[src/verilog/rpc_pkg.sv]
// Constants shared by the power control port design
`default_nettype none
package rpc_pkg;
    // Clock and strobe timing
    localparam int CLK_PERIOD_NS = 20;
    localparam int STROBE_PERIOD_NS = 20000;
    localparam int STROBE_CYCLES_RAW = STROBE_PERIOD_NS / CLK_PERIOD_NS;
    localparam int STROBE_CYCLES = (STROBE_CYCLES_RAW < 1) ? 1 : STROBE_CYCLES_RAW;
    localparam int STROBE_CNT_W = 16;

    // Register byte offsets
    localparam logic [3:0] REG_DSP_CTRL = 4'h0;
    localparam logic [3:0] REG_MCU_CTRL = 4'h4;
    localparam logic [3:0] REG_STATUS = 4'h8;

    // Control register bits written by the DSP side
    localparam int DSP_TX_BIT = 0;
    localparam int DSP_IQ_BIT = 1;
    localparam int DSP_VOICE_FM_SELECT_BIT = 2;
    localparam int DSP_MODE_BIT = 3;
    localparam int DSP_PA_BIT = 4;
    localparam int DSP_W = 5;

    // Control/status register bits of the microcontroller side
    localparam int MCU_CODEC_BIT = 0;
    localparam int MCU_FM_BIT = 1;
    localparam int MCU_USER_BIT = 2;
    localparam int MCU_LOCK_BIT = 7;
    localparam int MCU_W = 3;

    // Status register bits: sampled controls and pin levels
    localparam int ST_TX_BIT = 0;
    localparam int ST_IQ_BIT = 1;
    localparam int ST_VOICE_FM_SELECT_BIT = 2;
    localparam int ST_MODE_BIT = 3;
    localparam int ST_PA_BIT = 4;
    localparam int ST_LOCK_BIT = 5;

    // Reset values
    localparam logic [DSP_W-1:0] DSP_RESET = 5'h00;
    localparam logic [MCU_W-1:0] MCU_RESET = 3'h0;

    // Transmit sample width
    localparam int TX_DATA_W = 10;
endpackage
`default_nettype wire

[src/verilog/rpc_pin_sync.sv]
// Three-stage pin synchroniser with agreement filter
`default_nettype none
module rpc_pin_sync
(
    // Clock and reset
    input wire logic ref_clk,
    input wire logic reset_n,
    // Pin and filtered level
    input wire logic pin_in,
    output logic level
);
    logic s1;
    logic s2;
    logic s3;
    logic next_level;

    // Only the second and third stages vote; the first is metastability guard
    always_comb
    begin
        next_level = level;
        if (s2 == s3)
        begin
            next_level = s3;
        end
    end

    always_ff @(posedge ref_clk or negedge reset_n)
    begin
        if (!reset_n)
        begin
            s1 <= 1'b0;
            s2 <= 1'b0;
            s3 <= 1'b0;
            level <= 1'b0;
        end
        else
        begin
            s1 <= pin_in;
            s2 <= s1;
            s3 <= s2;
            level <= next_level;
        end
    end
endmodule
`default_nettype wire

[src/verilog/rpc_strobe_gen.sv]
// Internal periodic strobe generator
`default_nettype none
module rpc_strobe_gen
    import rpc_pkg::*;
(
    // Clock and reset
    input wire logic ref_clk,
    input wire logic reset_n,
    // One-cycle strobe
    output logic strobe
);
    localparam logic [STROBE_CNT_W-1:0] LAST = STROBE_CNT_W'(STROBE_CYCLES - 1);

    logic [STROBE_CNT_W-1:0] count;
    logic [STROBE_CNT_W-1:0] next_count;
    logic next_strobe;

    always_comb
    begin
        next_strobe = 1'b0;
        next_count = count + 1'b1;
        if (count == LAST)
        begin
            next_count = '0;
            next_strobe = 1'b1;
        end
    end

    always_ff @(posedge ref_clk or negedge reset_n)
    begin
        if (!reset_n)
        begin
            count <= '0;
            strobe <= 1'b0;
        end
        else
        begin
            count <= next_count;
            strobe <= next_strobe;
        end
    end
endmodule
`default_nettype wire

[src/verilog/rpc_power_port.sv]
// Power control port: enable outputs, receive routing, transmit gating
// Functional notes
// - Drive six active-high power enables from control register bits.
// - All six enables are low after reset until software sets them.
// - Voice-FM select routes Q positive to FM, Q negative to reference, powers Q.
// - Mode bit high selects digital Q filtering, low selects analog.
// - IQ receive enable powers both I and Q sides, even in analog mode.
// - Mode low routes Q positive pin to FM and Q negative pin to reference.
// - Sampled transmit enable switches on internal transmit functions.
// - Transmit enable low floats power control output and forces PA enable low.
// - Analog mode: PA enable equals transmit enable and synthesizer locked.
// - Transmit, IQ, voice-FM and mode controls sampled on each internal strobe.
// - Control writes do not reach sampled controls before the next strobe.
// - Out-of-lock zeroes I and Q transmit outputs and is readable as status.
//
// The implementer's own choices: the placing of the registers and the Avalon-MM interface to the registers.
`default_nettype none
module rpc_power_port
    import rpc_pkg::*;
(
    // Clock and reset
    input wire logic ref_clk,
    input wire logic reset_n,
    // Avalon-MM slave
    input wire logic [3:0] avs_address,
    input wire logic avs_read,
    input wire logic avs_write,
    input wire logic [31:0] avs_writedata,
    output logic [31:0] avs_readdata,
    output logic avs_waitrequest,
    // Synthesizer lock pin
    input wire logic synth_out_of_lock_in,
    // Transmit data path
    input wire logic [TX_DATA_W-1:0] tx_i_data,
    input wire logic [TX_DATA_W-1:0] tx_q_data,
    input wire logic tx_power_level,
    output logic [TX_DATA_W-1:0] tx_inphase_out,
    output logic [TX_DATA_W-1:0] tx_quadrature_out,
    output logic transmit_power_control_out,
    output logic transmit_power_control_oe,
    // External power enables
    output logic speech_codec_power_en,
    output logic fm_demod_power_en,
    output logic iq_receive_power_en,
    output logic transmit_power_en,
    output logic power_amp_en,
    output logic user_power_out,
    // Receiver controls and internal transmit enable
    output logic q_positive_to_fm,
    output logic q_negative_to_ref,
    output logic rx_q_side_power,
    output logic rx_i_side_power,
    output logic rx_q_filter_digital,
    output logic tx_internal_en
);
    logic strobe;
    logic lock_lost;

    rpc_strobe_gen u_strobe
    (
        .ref_clk(ref_clk),
        .reset_n(reset_n),
        .strobe(strobe)
    );

    rpc_pin_sync u_lock_sync
    (
        .ref_clk(ref_clk),
        .reset_n(reset_n),
        .pin_in(synth_out_of_lock_in),
        .level(lock_lost)
    );

    // Bus slave state
    logic ack;
    logic next_ack;
    logic [31:0] next_readdata;
    logic wr_take;

    // Register state
    logic [DSP_W-1:0] dsp_status_control_reg;
    logic [DSP_W-1:0] next_dsp;
    logic [MCU_W-1:0] mcu_status_control_reg;
    logic [MCU_W-1:0] next_mcu;

    // Sampled controls
    logic tx_s;
    logic iq_s;
    logic voice_fm_select_s;
    logic mode_s;
    logic pa_req_s;
    logic next_tx_s;
    logic next_iq_s;
    logic next_voice_fm_select_s;
    logic next_mode_s;
    logic next_pa_req_s;

    // Registered outputs
    logic next_pa;
    logic [TX_DATA_W-1:0] next_tx_i;
    logic [TX_DATA_W-1:0] next_tx_q;
    logic next_pwr_level;

    function automatic logic [31:0] status_word(input logic t, input logic iq, input logic fv,
                                                input logic md, input logic pa, input logic lk);
        logic [31:0] w;
        w = 32'h0000_0000;
        w[ST_TX_BIT] = t;
        w[ST_IQ_BIT] = iq;
        w[ST_VOICE_FM_SELECT_BIT] = fv;
        w[ST_MODE_BIT] = md;
        w[ST_PA_BIT] = pa;
        w[ST_LOCK_BIT] = lk;
        return w;
    endfunction

    // One wait cycle per access: read data is caught before waitrequest drops
    assign avs_waitrequest = (avs_read | avs_write) & ~ack;
    assign wr_take = avs_write & ack;

    always_comb
    begin
        next_ack = (avs_read | avs_write) & ~ack;
        next_readdata = avs_readdata;
        if (avs_read && !ack)
        begin
            case (avs_address)
                REG_DSP_CTRL:
                begin
                    next_readdata = 32'(dsp_status_control_reg);
                end
                REG_MCU_CTRL:
                begin
                    next_readdata = 32'(mcu_status_control_reg);
                    next_readdata[MCU_LOCK_BIT] = lock_lost;
                end
                REG_STATUS:
                begin
                    next_readdata = status_word(tx_s, iq_s, voice_fm_select_s, mode_s, power_amp_en,
                                                lock_lost);
                end
                default:
                begin
                    next_readdata = 32'h0000_0000;
                end
            endcase
        end
    end

    always_ff @(posedge ref_clk or negedge reset_n)
    begin
        if (!reset_n)
        begin
            ack <= 1'b0;
            avs_readdata <= 32'h0000_0000;
        end
        else
        begin
            ack <= next_ack;
            avs_readdata <= next_readdata;
        end
    end

    // Register writes
    always_comb
    begin
        next_dsp = dsp_status_control_reg;
        next_mcu = mcu_status_control_reg;
        if (wr_take && avs_address == REG_DSP_CTRL)
        begin
            next_dsp = avs_writedata[DSP_W-1:0];
        end
        if (wr_take && avs_address == REG_MCU_CTRL)
        begin
            next_mcu = avs_writedata[MCU_W-1:0];
        end
    end

    always_ff @(posedge ref_clk or negedge reset_n)
    begin
        if (!reset_n)
        begin
            dsp_status_control_reg <= DSP_RESET;
            mcu_status_control_reg <= MCU_RESET;
        end
        else
        begin
            dsp_status_control_reg <= next_dsp;
            mcu_status_control_reg <= next_mcu;
        end
    end

    // Sampling on the strobe only; writes between strobes stay invisible
    always_comb
    begin
        next_tx_s = tx_s;
        next_iq_s = iq_s;
        next_voice_fm_select_s = voice_fm_select_s;
        next_mode_s = mode_s;
        next_pa_req_s = pa_req_s;
        if (strobe)
        begin
            next_tx_s = dsp_status_control_reg[DSP_TX_BIT];
            next_iq_s = dsp_status_control_reg[DSP_IQ_BIT];
            next_voice_fm_select_s = dsp_status_control_reg[DSP_VOICE_FM_SELECT_BIT];
            next_mode_s = dsp_status_control_reg[DSP_MODE_BIT];
            next_pa_req_s = dsp_status_control_reg[DSP_PA_BIT];
        end
    end

    // PA and transmit data follow the filtered lock level
    always_comb
    begin
        next_pa = tx_s & ~lock_lost & (~mode_s | pa_req_s);
        next_tx_i = lock_lost ? '0 : tx_i_data;
        next_tx_q = lock_lost ? '0 : tx_q_data;
        next_pwr_level = tx_power_level;
    end

    always_ff @(posedge ref_clk or negedge reset_n)
    begin
        if (!reset_n)
        begin
            tx_s <= 1'b0;
            iq_s <= 1'b0;
            voice_fm_select_s <= 1'b0;
            mode_s <= 1'b0;
            pa_req_s <= 1'b0;
            power_amp_en <= 1'b0;
            tx_inphase_out <= '0;
            tx_quadrature_out <= '0;
            transmit_power_control_out <= 1'b0;
        end
        else
        begin
            tx_s <= next_tx_s;
            iq_s <= next_iq_s;
            voice_fm_select_s <= next_voice_fm_select_s;
            mode_s <= next_mode_s;
            pa_req_s <= next_pa_req_s;
            power_amp_en <= next_pa;
            tx_inphase_out <= next_tx_i;
            tx_quadrature_out <= next_tx_q;
            transmit_power_control_out <= next_pwr_level;
        end
    end

    // Enables are plain gates of flip-flops, so they stay glitch-free
    assign speech_codec_power_en = mcu_status_control_reg[MCU_CODEC_BIT];
    assign fm_demod_power_en = mcu_status_control_reg[MCU_FM_BIT];
    assign user_power_out = mcu_status_control_reg[MCU_USER_BIT];
    assign iq_receive_power_en = iq_s;
    assign transmit_power_en = tx_s;
    assign tx_internal_en = tx_s;
    assign transmit_power_control_oe = tx_s;
    assign q_positive_to_fm = voice_fm_select_s | ~mode_s;
    assign q_negative_to_ref = voice_fm_select_s | ~mode_s;
    assign rx_q_side_power = voice_fm_select_s | iq_s;
    assign rx_i_side_power = iq_s;
    assign rx_q_filter_digital = mode_s;
endmodule
`default_nettype wire

[config.mk]
export PLATFORM = sky130hd
export DESIGN_NAME = rpc_power_port
export DESIGN_NICKNAME = d
export VERILOG_FILES = /design/src/verilog/rpc_pkg.sv /design/src/verilog/rpc_pin_sync.sv /design/src/verilog/rpc_strobe_gen.sv /design/src/verilog/rpc_power_port.sv
export SDC_FILE = /design/constraint.sdc
export NUM_CORES = 1
export LEC_CHECK = 0
export BUFFER_PORTS_ARGS = -buffer_cell sky130_fd_sc_hd__buf_4
export CORE_ASPECT_RATIO = 1.75
export CORE_MARGIN = 3
export CORE_UTILIZATION = 41
export CTS_CLUSTER_SIZE = 25
export DETAILED_ROUTE_END_ITERATION = 7
export HOLD_SLACK_MARGIN = 0.12
export PLACE_DENSITY = 0.83
export SLEW_MARGIN = 10
export SYNTH_ARGS = -nofsm -noshare
export SYNTH_HDL_FRONTEND = slang
export SYNTH_SLANG_ARGS = --single-unit
[constraint.sdc]
create_clock -name ref_clk -period 4.9 [get_ports ref_clk]
set_clock_uncertainty 0.2 [all_clocks]
set_input_delay 0.98 -clock ref_clk [delete_from_list [all_inputs] [get_ports ref_clk]]
set_output_delay 0.98 -clock ref_clk [all_outputs]
set_load 0.05 [all_outputs]
# ---- Word-level counts from Yosys, hierarchy flattened
# Cells that the tools add are included.
dict set report word_totals {
  regBits 89
  inputBits 62
}
dict set report classes {
  n_addsub 1
  n_eq_ne 4
  mux 5
  n_bitwise 11
  reduce_logical 5
}
# op n
set op_table {}
lappend op_table {{8-bit one-hot mux with 3 select lines} 1}
lappend op_table {{10-bit two-way mux} 2}
lappend op_table {{16-bit by 1-bit adder with 16-bit output, second input constant} 1}
lappend op_table {{16-bit by 10-bit equality test with 1-bit output, second input constant} 1}
lappend op_table {{16-bit two-way mux} 1}
lappend op_table {{1-bit bitwise AND} 4}
lappend op_table {{4-bit by 3-bit equality test with 1-bit output, second input constant} 1}
lappend op_table {{4-bit equality test, second input constant} 1}
lappend op_table {{4-bit zero test} 1}
lappend op_table {{1-bit OR} 4}
lappend op_table {{1-bit logical AND} 3}
lappend op_table {{1-bit NOT} 3}
lappend op_table {{1-bit equality test} 1}
lappend op_table {{1-bit zero test} 1}
lappend op_table {{1-bit two-way mux} 1}

# ---- Depth between registers and ports, before layout
# Gate-level depths: netlist of run 1.
dict set report depth {
  ltp_word 3
  depth_mapped 5
}

# ---- Modules after synthesis
# A second synthesis of run 1 with hierarchy kept.
dict set report hier_totals {
  cells_unflattened 225
  hier_area_um2 2778.9
}
# module n_inst cells_each area_per_inst_um2 seq_area_each_um2
set modules_own_cells {}
lappend modules_own_cells {rpc_power_port 1 148 1849.3 1076.0}
lappend modules_own_cells {rpc_strobe_gen 1 72 818.3 425.4}
lappend modules_own_cells {rpc_pin_sync 1 5 111.4 100.1}

# ---- Worst setup path after synthesis of run 1
# Ideal clock, no wire load.
dict set report synth_timing {
  path_kind {input to output}
  from {in avs_write}
  to {out avs_waitrequest}
  t_arrival_ns 1.677
  t_required_ns 3.720
  slack_ns 2.043
  path_stages 2
  path_buffers 0
  path_cell_list {nor2_1 nor2_1}
}
dict set report synth_via {
  elab_chain_len 2
}
# element line_no
set synth_rtl {}
lappend synth_rtl {{from (decl)} rpc_power_port.sv:27} ;# input wire logic avs_write,
lappend synth_rtl {{1-bit OR} rpc_power_port.sv:118} ;# assign avs_waitrequest = (avs_read | avs_write) & ~ack;
lappend synth_rtl {{1-bit bitwise AND} rpc_power_port.sv:118}
lappend synth_rtl {{to (decl)} rpc_power_port.sv:30} ;# output logic avs_waitrequest,
# No other way between the ends.

# ---- Worst setup path in the final report of run 1
# Same ends and word-level chain as after synthesis.

==> metrics.md, run 1 <==
| Metric | Value |
|---|---|
| Status | finished, final reports clean |
| Final ANT Viol Nets | 0 |
| Cell internal pwr | 0.941 mW |
| CTS tree | yes |
| GP Congestion | 0.810 |
| Comb power frac | 0.172 |
| First-pass GRT wire length | 8650 um |
| Final setup fails | 0 |
| Leading registers by flop count | u_strobe.count (16), tx_inphase_out (10), tx_quadrature_out (10) |
| Syn_area_per_cell | 12.3 um2 |
| Top Ports | 129 |
| CORE AREA | 0.00632 mm2 |
| Most frequent cells in the layout | buf_4, dfrtp_1, conb_1 |
| Top cell type's share of synthesized area | 0.587 |
| RSZ-0062 raised after global routing | false |
| Clock root cell | clkbuf_8 |
| Slew @ Worst Pin | 0.796 ns |
| Sequential area share after synthesis | 0.587 |
| Top cells by area, synth | dfrtp_1, buf_4, mux2_2, nor2b_1, xor2_1 |
| Reg with most FFs | u_strobe.count |
| Synthesized area | 0.00273 mm2 |
| # port buffers | 76 |
| Max clock buf depth | 2 |
| Clock Pin Slew Worst Setup and Hold Paths | 0.07 ns |
| CP endpoint kind | output port |
| Initial DRC Count | 104 |
| P_leak | 1.73 nW |
| Buffer and inverter count on the worst path | 2 |
| Chip width | 67.6 um |
| #FFs+latches synth | 64 |
| Crit-path max cell delay | 0.22 ns |
| Antenna violations before repair | 0 |
| Site row count | 38 |
| Startpoint types | input pin |
| Cell family with most CP delay | buffers and inverters |
| Achievable Freq | 0.382 GHz |
| DR WL/cell | 13.8 um |
| Fin nets | 360 |
| Hold_ws | 0.155 ns |
| Total negative slack | 0 ns |
| Clk_lat worst skew | 0.33 ns |
| Num CTS Buffers | 9 |
| Final Hold Viols | 0 |
| Die H | 114 um |
| Crit path required time | 3.72 ns |
| Clk pwr share | 0.385 |
| Max FFs per register | 16 |
| Peak supply drop | 228 uV |
| Routed WL | 5250 um |
| Sequential share of power | 0.443 |
| Switching Fraction | 0.285 |
| Die area | 0.00770 mm2 |
| Detailed-route via count | 1839 |
| Largest net degree at the start of global routing | 65 |
| Max Cap Viol | 0 |
| Total gr overflow | 0 |
| Yosys warnings | 0 |
| Area leader, netlist | dfrtp_1 |
| # resized after CTS | 0 |
| GRT Total Usage | 0.151 |
| PwrDens | 379 mW/mm2 |
| # diodes | 0 |
| H-tree depth | 3 |
| Num Clock Sinks | 64 |
| Commonest non-fill, non-tap cell in the layout | buf_4 |
| Initial Utilization | 0.431 |
| Vias in the first global route | 1851 |
| Max Transition Viols Final | 0 |
| Cell count after synthesis | 221 |
| Worst setup path class | in -> out |
| CP max FO | 3 |
| Crit path time final | 2.62 ns |
| CP Cell Sequence | buf_4 > nor2_1 > nor2_1 > buf_4 |
| Switching power | 0.375 mW |
| Post-synthesis cell type count | 37 |
| Critical path data arrival time | 1.44 ns |
| Top_reg_cell synth | dfrtp_1 |
| Layout cells sized above 1 | 0.368 |
| Post-synth ARST share | 1.00 |
| EDFF count, synth | 0 |
| Area delta synth->final | 27.5% |
| Via-to-Cell Ratio | 4.81 |
| DRT Pass-1 Iters | 4 |
| Tcrit/Tclk final | 0.534 |
| Setup bufs post-CTS | 0 |
| DRC | 0 |
| Worst slew margin | 0.469 |
| Hold crit path type | reg -> reg |
| Max stage delay cell, worst path | buf_4 |
| Post-CTS Hold Fix Bufs | 0 |
| Post-DP HPWL | 3970 um |
-- layout make-up --
| class | count | area, um2 |
|---|---|---|
| Tap cell | 80 | 100 |
| Clock inverter | 5 | 78.8 |
| Clock buffer | 11 | 151 |
| Inverter | 3 | 11.3 |
| Multi-Input combinational cell | 143 | 963 |
| Fill cell | 555 | 2850 |
| Sequential cell | 64 | 1600 |
| Timing Repair Buffer | 76 | 571 |
-- cells in the mapped netlist (all sizes together) (5+ instances only) --
master	n
dfrtp	64
buf	29
nor2b	23
mux2	13
nand2	9
xor2	7
clkbuf	6
nand3	6
o21ai	6
mux2i	5
nor4	5
-- path summary, 6_finish.rpt --
kind / from / end / slack [ns] / depth (start not counted)
setup reg to reg: u_strobe.count[0] / u_strobe.count[6] / 2.85 / 4
max in group asynchronous: reset_n / u_strobe.count[9] / 3.47 / 1
hold / removal: u_lock_sync.s1 / u_lock_sync.s2 / 0.16 / 0
min in group asynchronous: reset_n / tx_quadrature_out[7] / 0.52 / 1
setup / recovery: avs_write / avs_waitrequest / 2.28 / 4
hold reg to reg: u_lock_sync.s1 / u_lock_sync.s2 / 0.16 / 0
-- cells by family after synthesis --
group	count (synthesis)	synth area share
other	1	0.00138
buffers and inverters	38	0.0922
xor gates and xnor gates	9	0.0289
adders and majority gates	2	0.00826
AOI/OAI and AO/OA	19	0.0486
DFF	64	0.587
muxes	18	0.0721
and+or+nand+nor	70	0.161
-- power groups by stage --
stage	logic (mW)	registers, mW	clock network, mW
after CTS	0.229	0.584	0.521
after global placement	0.225	0.592	0
after detailed placement	0.229	0.595	0
final	0.227	0.583	0.507
after global routing	0.239	0.589	0.543
after floorplan	0.0998	0.658	0
-- metal layers --
layer  GRT usage  routed length (um)  up-vias
li1            -                   -      863
met1       0.151                1710      887
met2       0.269                3050       78
met4      0.0867                 117        0
met5           0                   0        -
met3      0.0394                 376       11
-- through the flow --
| stage | instance area, um2 | utilization | setup slack, ns | total power, mW | instances |
|---|---|---|---|---|---|
| final | 3480 | 0.550 | 2.28 | 1.32 | 382 |
| after global routing | 3480 | 0.550 | 2.23 | 1.37 | 382 |
| after CTS | 3480 | 0.550 | 2.28 | 1.34 | 382 |
| after detailed placement | 3250 | 0.513 | 2.28 | 0.824 | 366 |
| after global placement | 3250 | 0.513 | 2.29 | 0.817 | 366 |
| after floorplan | 2820 | - | 2.04 | 0.758 | 245 |
Power figures use the tool's default switching activity.
==> run 2: changes to the inputs <==
==> constraint.sdc (replaced) <==
create_clock -name ref_clk -period 2.67 [get_ports ref_clk]
set_clock_uncertainty 0.2 [all_clocks]
set_input_delay 0.534 -clock ref_clk [delete_from_list [all_inputs] [get_ports ref_clk]]
set_output_delay 0.534 -clock ref_clk [all_outputs]
set_load 0.05 [all_outputs]
==> run 2 against run 1 <==
  * First-iteration DRC count shrank 9.6%
  * Die area unchanged
  * Combinational power up 85%
  * Worst setup slack got worse by 1.7 ns
  * Total power increased by 64%
  * Cell area shrank 1.3%
  * Utilization down 0.71 points
  * Highest routed layer unchanged
  * Sequential power up 84%
==> metrics.md, run 2 (synthesized netlist as in run 1, its figures left out) <==
| Metric | Value |
|---|---|
| Initial Utilization | 0.431 (unchanged) |
| Commonest non-fill, non-tap cell in the layout | buf_4 |
| Site row count | 38 (unchanged) |
| Detailed-route via count | 1892 (+2.9%) |
| Tcrit/Tclk final | 0.767 |
| DR WL/cell | 13.8 um (about the same) |
| Most frequent cells in the layout | buf_4, dfrtp_1, conb_1 |
| Via-to-Cell Ratio | 4.93 (+2.3%) |
| Top Ports | 129 (unchanged) |
| Final setup fails | 0 (unchanged) |
| Total negative slack | 0 ns (unchanged) |
| Worst setup path class | reg -> reg |
| Crit path required time | 2.66 ns (-1.06 ns) |
| Startpoint types | flop |
| Max Transition Viols Final | 0 (unchanged) |
| Status | finished, final reports clean |
| Num Clock Sinks | 64 (unchanged) |
| Critical path data arrival time | 2.03 ns (+0.59 ns) |
| Final ANT Viol Nets | 0 (unchanged) |
| CP max FO | 9 (+6) |
| Worst slew margin | 0.472 (+0.00285) |
| Vias in the first global route | 1881 (+1.6%) |
| Slew @ Worst Pin | 0.792 ns (-0.00428 ns) |
| Clk_lat worst skew | 0.33 ns (about the same) |
| Num CTS Buffers | 9 (unchanged) |
| PwrDens | 629 mW/mm2 (+66%) |
| Clock root cell | clkbuf_8 |
| Chip width | 67.6 um (unchanged) |
| Achievable Freq | 0.488 GHz |
| Metal3 WL | 395 um (+5.1%) |
| CP Cell Sequence | ha_1 > or3b_2 > nor4_4 > o221ai_2 |
| DRT Pass-1 Iters | 4 (unchanged) |
| Hold crit path type | reg -> reg |
| Max clock buf depth | 2 (unchanged) |
| Fin nets | 363 (+0.83%) |
| Setup bufs post-CTS | 0 (unchanged) |
| Largest net degree at the start of global routing | 65 (unchanged) |
| DRC | 0 (unchanged) |
| CP endpoint kind | flop |
| Post-DP HPWL | 3950 um (-0.57%) |
| CTS tree | yes |
| Met1 wire length | 1690 um (-1.3%) |
| Max FFs per register | 16 (unchanged) |
| Area delta synth->final | 25.9% |
| Highest routed layer | met4 |
| Fin worst setup slack | 0.622 ns (-1.66 ns) |
| Crit-path max cell delay | 0.50 ns (+0.28 ns) |
| H-tree depth | 3 (unchanged) |
| Die H | 114 um (unchanged) |
| Dpl ws | 0.500 ns (-1.78 ns) |
| Crit path time final | 2.05 ns |
| First-pass GRT wire length | 8500 um (-1.7%) |
| # diodes | 0 (unchanged) |
| Max stage delay cell, worst path | or3b_2 |
| Leading registers by flop count | u_strobe.count (16), tx_inphase_out (10), tx_quadrature_out (10) |
| Antenna violations before repair | 0 (unchanged) |
| Reg with most FFs | u_strobe.count |
| Met2 Wirelength | 3120 um (+2.5%) |
| CORE AREA | 0.00632 mm2 (unchanged) |
| Die area | 0.00770 mm2 (unchanged) |
| Clock Pin Slew Worst Setup and Hold Paths | 0.07 ns (about the same) |
| RSZ-0062 raised after global routing | false |
| Final Hold Viols | 0 (unchanged) |
| Max Cap Viol | 0 (unchanged) |
| GP Congestion | 0.800 (-1.2%) |
| Initial DRC Count | 94 (-9.6%) |
| Peak supply drop | 296 uV (+30%) |
| GRT Total Usage | 0.147 (-0.00452) |
| # port buffers | 76 (unchanged) |
| Routed WL | 5280 um (+0.53%) |
| P_leak | 1.70 nW (-2.0%) |
| Layout cells sized above 1 | 0.352 (-0.0156) |
| Final Core Density | 0.543 (-0.00712) |
| Total gr overflow | 0 (unchanged) |
## run 2: timing repair
action / CTS / global route
resized for setup: 0 / 0
hold endpoints to repair: 50 / 0
hold buffers: 3 / 0
## run 2: cell type report
cell class              count  area (um2)
multi-input cells         143         963
flip-flops and latches     64        1600
inverters                   3        11.3
fillers                   577        2890
clock inverters             3        20.0
clock buffers              12         135
repair buffers             79         601
well taps                  80         100
## run 2: per-layer routing
metal	track usage	up-vias
met4	0.0623	0
met2	0.270	80
met5	0	-
met3	0.0433	8
li1	-	864
met1	0.145	940
## run 2: report_power, final
group | internal, mW | total, mW | leakage, nW | switching [mW]
Clock | 0.331 | 0.667 | 0.0725 | 0.336
Sequential | 1.03 | 1.07 | 0.835 | 0.0423
Combinational | 0.127 | 0.421 | 0.793 | 0.294
## run 2: final timing paths
check / end / slack [ns] / cells past startpoint / startpoint
hold reg to reg: u_lock_sync.s2 / 0.16 / 0 / u_lock_sync.s1
min in group asynchronous: tx_quadrature_out[5] / 0.63 / 2 / reset_n
setup / recovery: u_strobe.count[6] / 0.62 / 4 / u_strobe.count[0]
max in group asynchronous: avs_readdata[5] / 1.11 / 2 / reset_n
hold / removal: u_lock_sync.s2 / 0.16 / 0 / u_lock_sync.s1
setup reg to reg: u_strobe.count[6] / 0.62 / 4 / u_strobe.count[0]
## run 2: per-stage QoR
step                hold slack, ns  instances  total power, mW  instance area, um2
floorplan                   0.0384        245             1.39                2820
global placement             0.138        366             1.50                3250
detailed placement           0.150        366             1.51                3250
CTS                          0.167        384             2.19                3430
global route                 0.178        384             2.26                3430
finish                       0.163        384             2.16                3430
## run 2: critical path: cells and delay by family, from the launching register on
family | cells | cell delay [ns]
flip-flops | 1 | 0.38
adder cells (fa/ha/maj) | 1 | 0.24
AND/OR/NAND/NOR | 2 | 0.92
AO/OA/AOI/OAI | 1 | 0.17
==> run 3: changes to the inputs <==
--- a/config.mk
+++ b/config.mk
@@ -12,7 +12,7 @@
 export CTS_CLUSTER_SIZE = 25
 export DETAILED_ROUTE_END_ITERATION = 7
 export HOLD_SLACK_MARGIN = 0.12
-export PLACE_DENSITY = 0.83
+export PLACE_DENSITY = 0.86
 export SLEW_MARGIN = 10
 export SYNTH_ARGS = -nofsm -noshare
 export SYNTH_HDL_FRONTEND = slang
==> constraint.sdc (replaced) <==
create_clock -name ref_clk -period 1.8 [get_ports ref_clk]
set_clock_uncertainty 0.2 [all_clocks]
set_input_delay 0.36 -clock ref_clk [delete_from_list [all_inputs] [get_ports ref_clk]]
set_output_delay 0.36 -clock ref_clk [all_outputs]
set_load 0.05 [all_outputs]
==> run 3 against run 2 <==
  * Sequential share of layout area is 5.4 points lower
  * Cell count rose by 11%
  * Critical endpoint unchanged
  * Highest routed layer unchanged
  * Worst setup slack lost 0.62 ns
  * Count of clock-buffer cells in the layout is 1 higher
==> metrics.md, run 3 (synthesized netlist as in run 1, its figures left out) <==
| Metric | Value |
|---|---|
| Status | finished, final reports clean |
| Startpoint types | flop |
| Final ANT Viol Nets | 0 (unchanged) |
| Comb power frac | 0.213 (+0.018) |
| Routed WL | 6200 um (+17%) |
| Largest net degree at the start of global routing | 36 (-45%) |
| Die area | 0.00770 mm2 (unchanged) |
| Final non-filler cell area | 0.00388 mm2 (+13%) |
| Commonest non-fill, non-tap cell in the layout | buf_4 |
| First-pass GRT wire length | 10000 um (+18%) |
| GRT Total Usage | 0.177 (+0.0300) |
| CP endpoint kind | flop |
| Reg with most FFs | u_strobe.count |
| DP Area | 0.00335 mm2 (+3.3%) |
| Sequential share of power | 0.482 (-0.014) |
| Number of fill cells | 470 (-19%) |
| Max clock buf depth | 2 (unchanged) |
| Total gr overflow | 0 (unchanged) |
| Crit path required time | 1.81 ns (-0.85 ns) |
| Final Core Density | 0.614 (+0.0708) |
| Area delta synth->final | 42.3% |
| Critical path data arrival time | 1.81 ns (-0.22 ns) |
| DRC | 0 (unchanged) |
| Post-DP HPWL | 4280 um (+8.3%) |
| Final Hold Viols | 0 (unchanged) |
| Initial Utilization | 0.431 (unchanged) |
| Site row count | 38 (unchanged) |
| Hold crit path type | in -> reg |
| Vias in the first global route | 2181 (+16%) |
| CTS tree | yes |
| Cell internal pwr | 2.29 mW (+54%) |
| Via-to-Cell Ratio | 4.81 (-2.3%) |
| Initial DRC Count | 121 (+29%) |
| Detailed-route via count | 2056 (+8.7%) |
| GP Congestion | 0.838 (+4.8%) |
| Max FFs per register | 16 (unchanged) |
| Clk pwr share | 0.305 (-0.004) |
| Most frequent cells in the layout | buf_4, dfrtp_1, dlygate4sd3_1 |
| Num Clock Sinks | 64 (unchanged) |
| Num CTS Buffers | 9 (unchanged) |
| Leading registers by flop count | u_strobe.count (16), tx_inphase_out (10), tx_quadrature_out (10) |
| Max Cap Viol | 0 (unchanged) |
| H-tree depth | 3 (unchanged) |
| PwrDens | 847 mW/mm2 (+35%) |
| Chip width | 67.6 um (unchanged) |
| DR WL/cell | 14.5 um (+5.6%) |
| Hold_ws | 0.139 ns (-0.0241 ns) |
| Max Transition Viols Final | 0 (unchanged) |
| Tcrit/Tclk final | 1.00 (+0.233) |
| Final setup fails | 0 (unchanged) |
| Clock Pin Slew Worst Setup and Hold Paths | 0.06 ns (about the same) |
| CP max FO | 5 (-4) |
| Clk_lat worst skew | 0.33 ns (about the same) |
| Switching Fraction | 0.304 (-0.00697) |
| Achievable Freq | 0.556 GHz (+14%) |
| Crit path time final | 1.80 ns (-0.249 ns) |
| Worst setup path class | reg -> reg |
| Switching power | 1.00 mW (+49%) |
| Die H | 114 um (unchanged) |
| Top Ports | 129 (unchanged) |
| DRT Pass-1 Iters | 4 (unchanged) |
| RSZ-0062 raised after global routing | true |
| Antenna violations before repair | 0 (unchanged) |
| Peak supply drop | 403 uV (+36%) |
| CORE AREA | 0.00632 mm2 (unchanged) |
| Layout cells sized above 1 | 0.375 (+0.0227) |
| Fin nets | 407 (+12%) |
| Clock root cell | clkbuf_8 |
| # diodes | 0 (unchanged) |
| P_leak | 1.92 nW (+13%) |
| # port buffers | 76 (unchanged) |
==> run 3: cell count changes in the layout (fill, tap and decap cells not counted), sizes merged <==
cell,before,now
dlygate4sd3,3,29
buf,76,94
clkinvlp,2,0
clkbuf,12,13
==> run 3: through the flow <==
step / total power, mW / setup slack, ns / TNS (ns) / std cells
2_1_floorplan: 2.06 / -0.0488 / -0.0494 / 245
3_3_place_gp: 2.24 / 0.0373 / 0 / 377
3_5_place_dp: 2.26 / -0.0326 / -0.0326 / 377
4_1_cts: 3.32 / 0.000556 / 0 / 425
5_1_grt: 3.44 / -0.0603 / -0.303 / 427
6_report: 3.29 / 0.000394 / 0 / 427
==> run 3: critical path: stages (launching register included) <==
cell and delay (ns):
dfrtp_1 0.38, or4_4 0.55, nor4_4 0.31, buf_6 0.17, o221ai_2 0.08
==> run 3: final timing paths <==
kind | end | cells past startpoint | slack, ns | startpoint
min | avs_readdata[7] | 4 | 0.14 | avs_address[0]
max reg2reg | u_strobe.count[6] | 4 | 0.0004 | u_strobe.count[13]
max in group asynchronous | dsp_status_control_reg[0] | 3 | 0.60 | reset_n
min in group asynchronous | tx_quadrature_out[2] | 2 | 0.30 | reset_n
min reg2reg | u_lock_sync.s2 | 0 | 0.15 | u_lock_sync.s1
max | u_strobe.count[6] | 4 | 0.0004 | u_strobe.count[13]
==> run 3: power groups by stage <==
stage	clock network [mW]	registers (mW)	logic, mW
after floorplan	0	1.79	0.272
after CTS	1.03	1.59	0.701
final	1.00	1.59	0.699
after detailed placement	0	1.61	0.648
after global placement	0	1.61	0.637
after global routing	1.11	1.59	0.738
==> run 3: layer usage <==
layer | global-route usage | vias to the layer above | share of wire
li1 | - | 958 | -
met1 | 0.163 | 1002 | 0.33
met2 | 0.337 | 84 | 0.59
met3 | 0.0414 | 12 | 0.056
met4 | 0.0881 | 0 | 0.025
met5 | 0 | - | 0
==> run 3: area by class of cell <==
| cell class | instances | area, um2 | area share |
|---|---|---|---|
| flip-flops and latches | 64 | 1600 | 0.413 |
| inverters | 3 | 11.3 | 0.00290 |
| repair buffers | 123 | 1020 | 0.263 |
| clock inverters | 1 | 5.00 | 0.00129 |
| multi-input cells | 143 | 992 | 0.256 |
| well taps | 80 | 100 | 0.0258 |
| clock buffers | 13 | 149 | 0.0384 |
==> run 3: repair_timing <==
item                                    4_1_cts  5_1_grt
hold buffers                                 29        0
endpoints found under the setup margin        7       11
resized for setup                             1        8
setup buffers                                 4        2
pin swaps                                     1        5
endpoints found under the hold margin        95        0
gates cloned                                  1        0
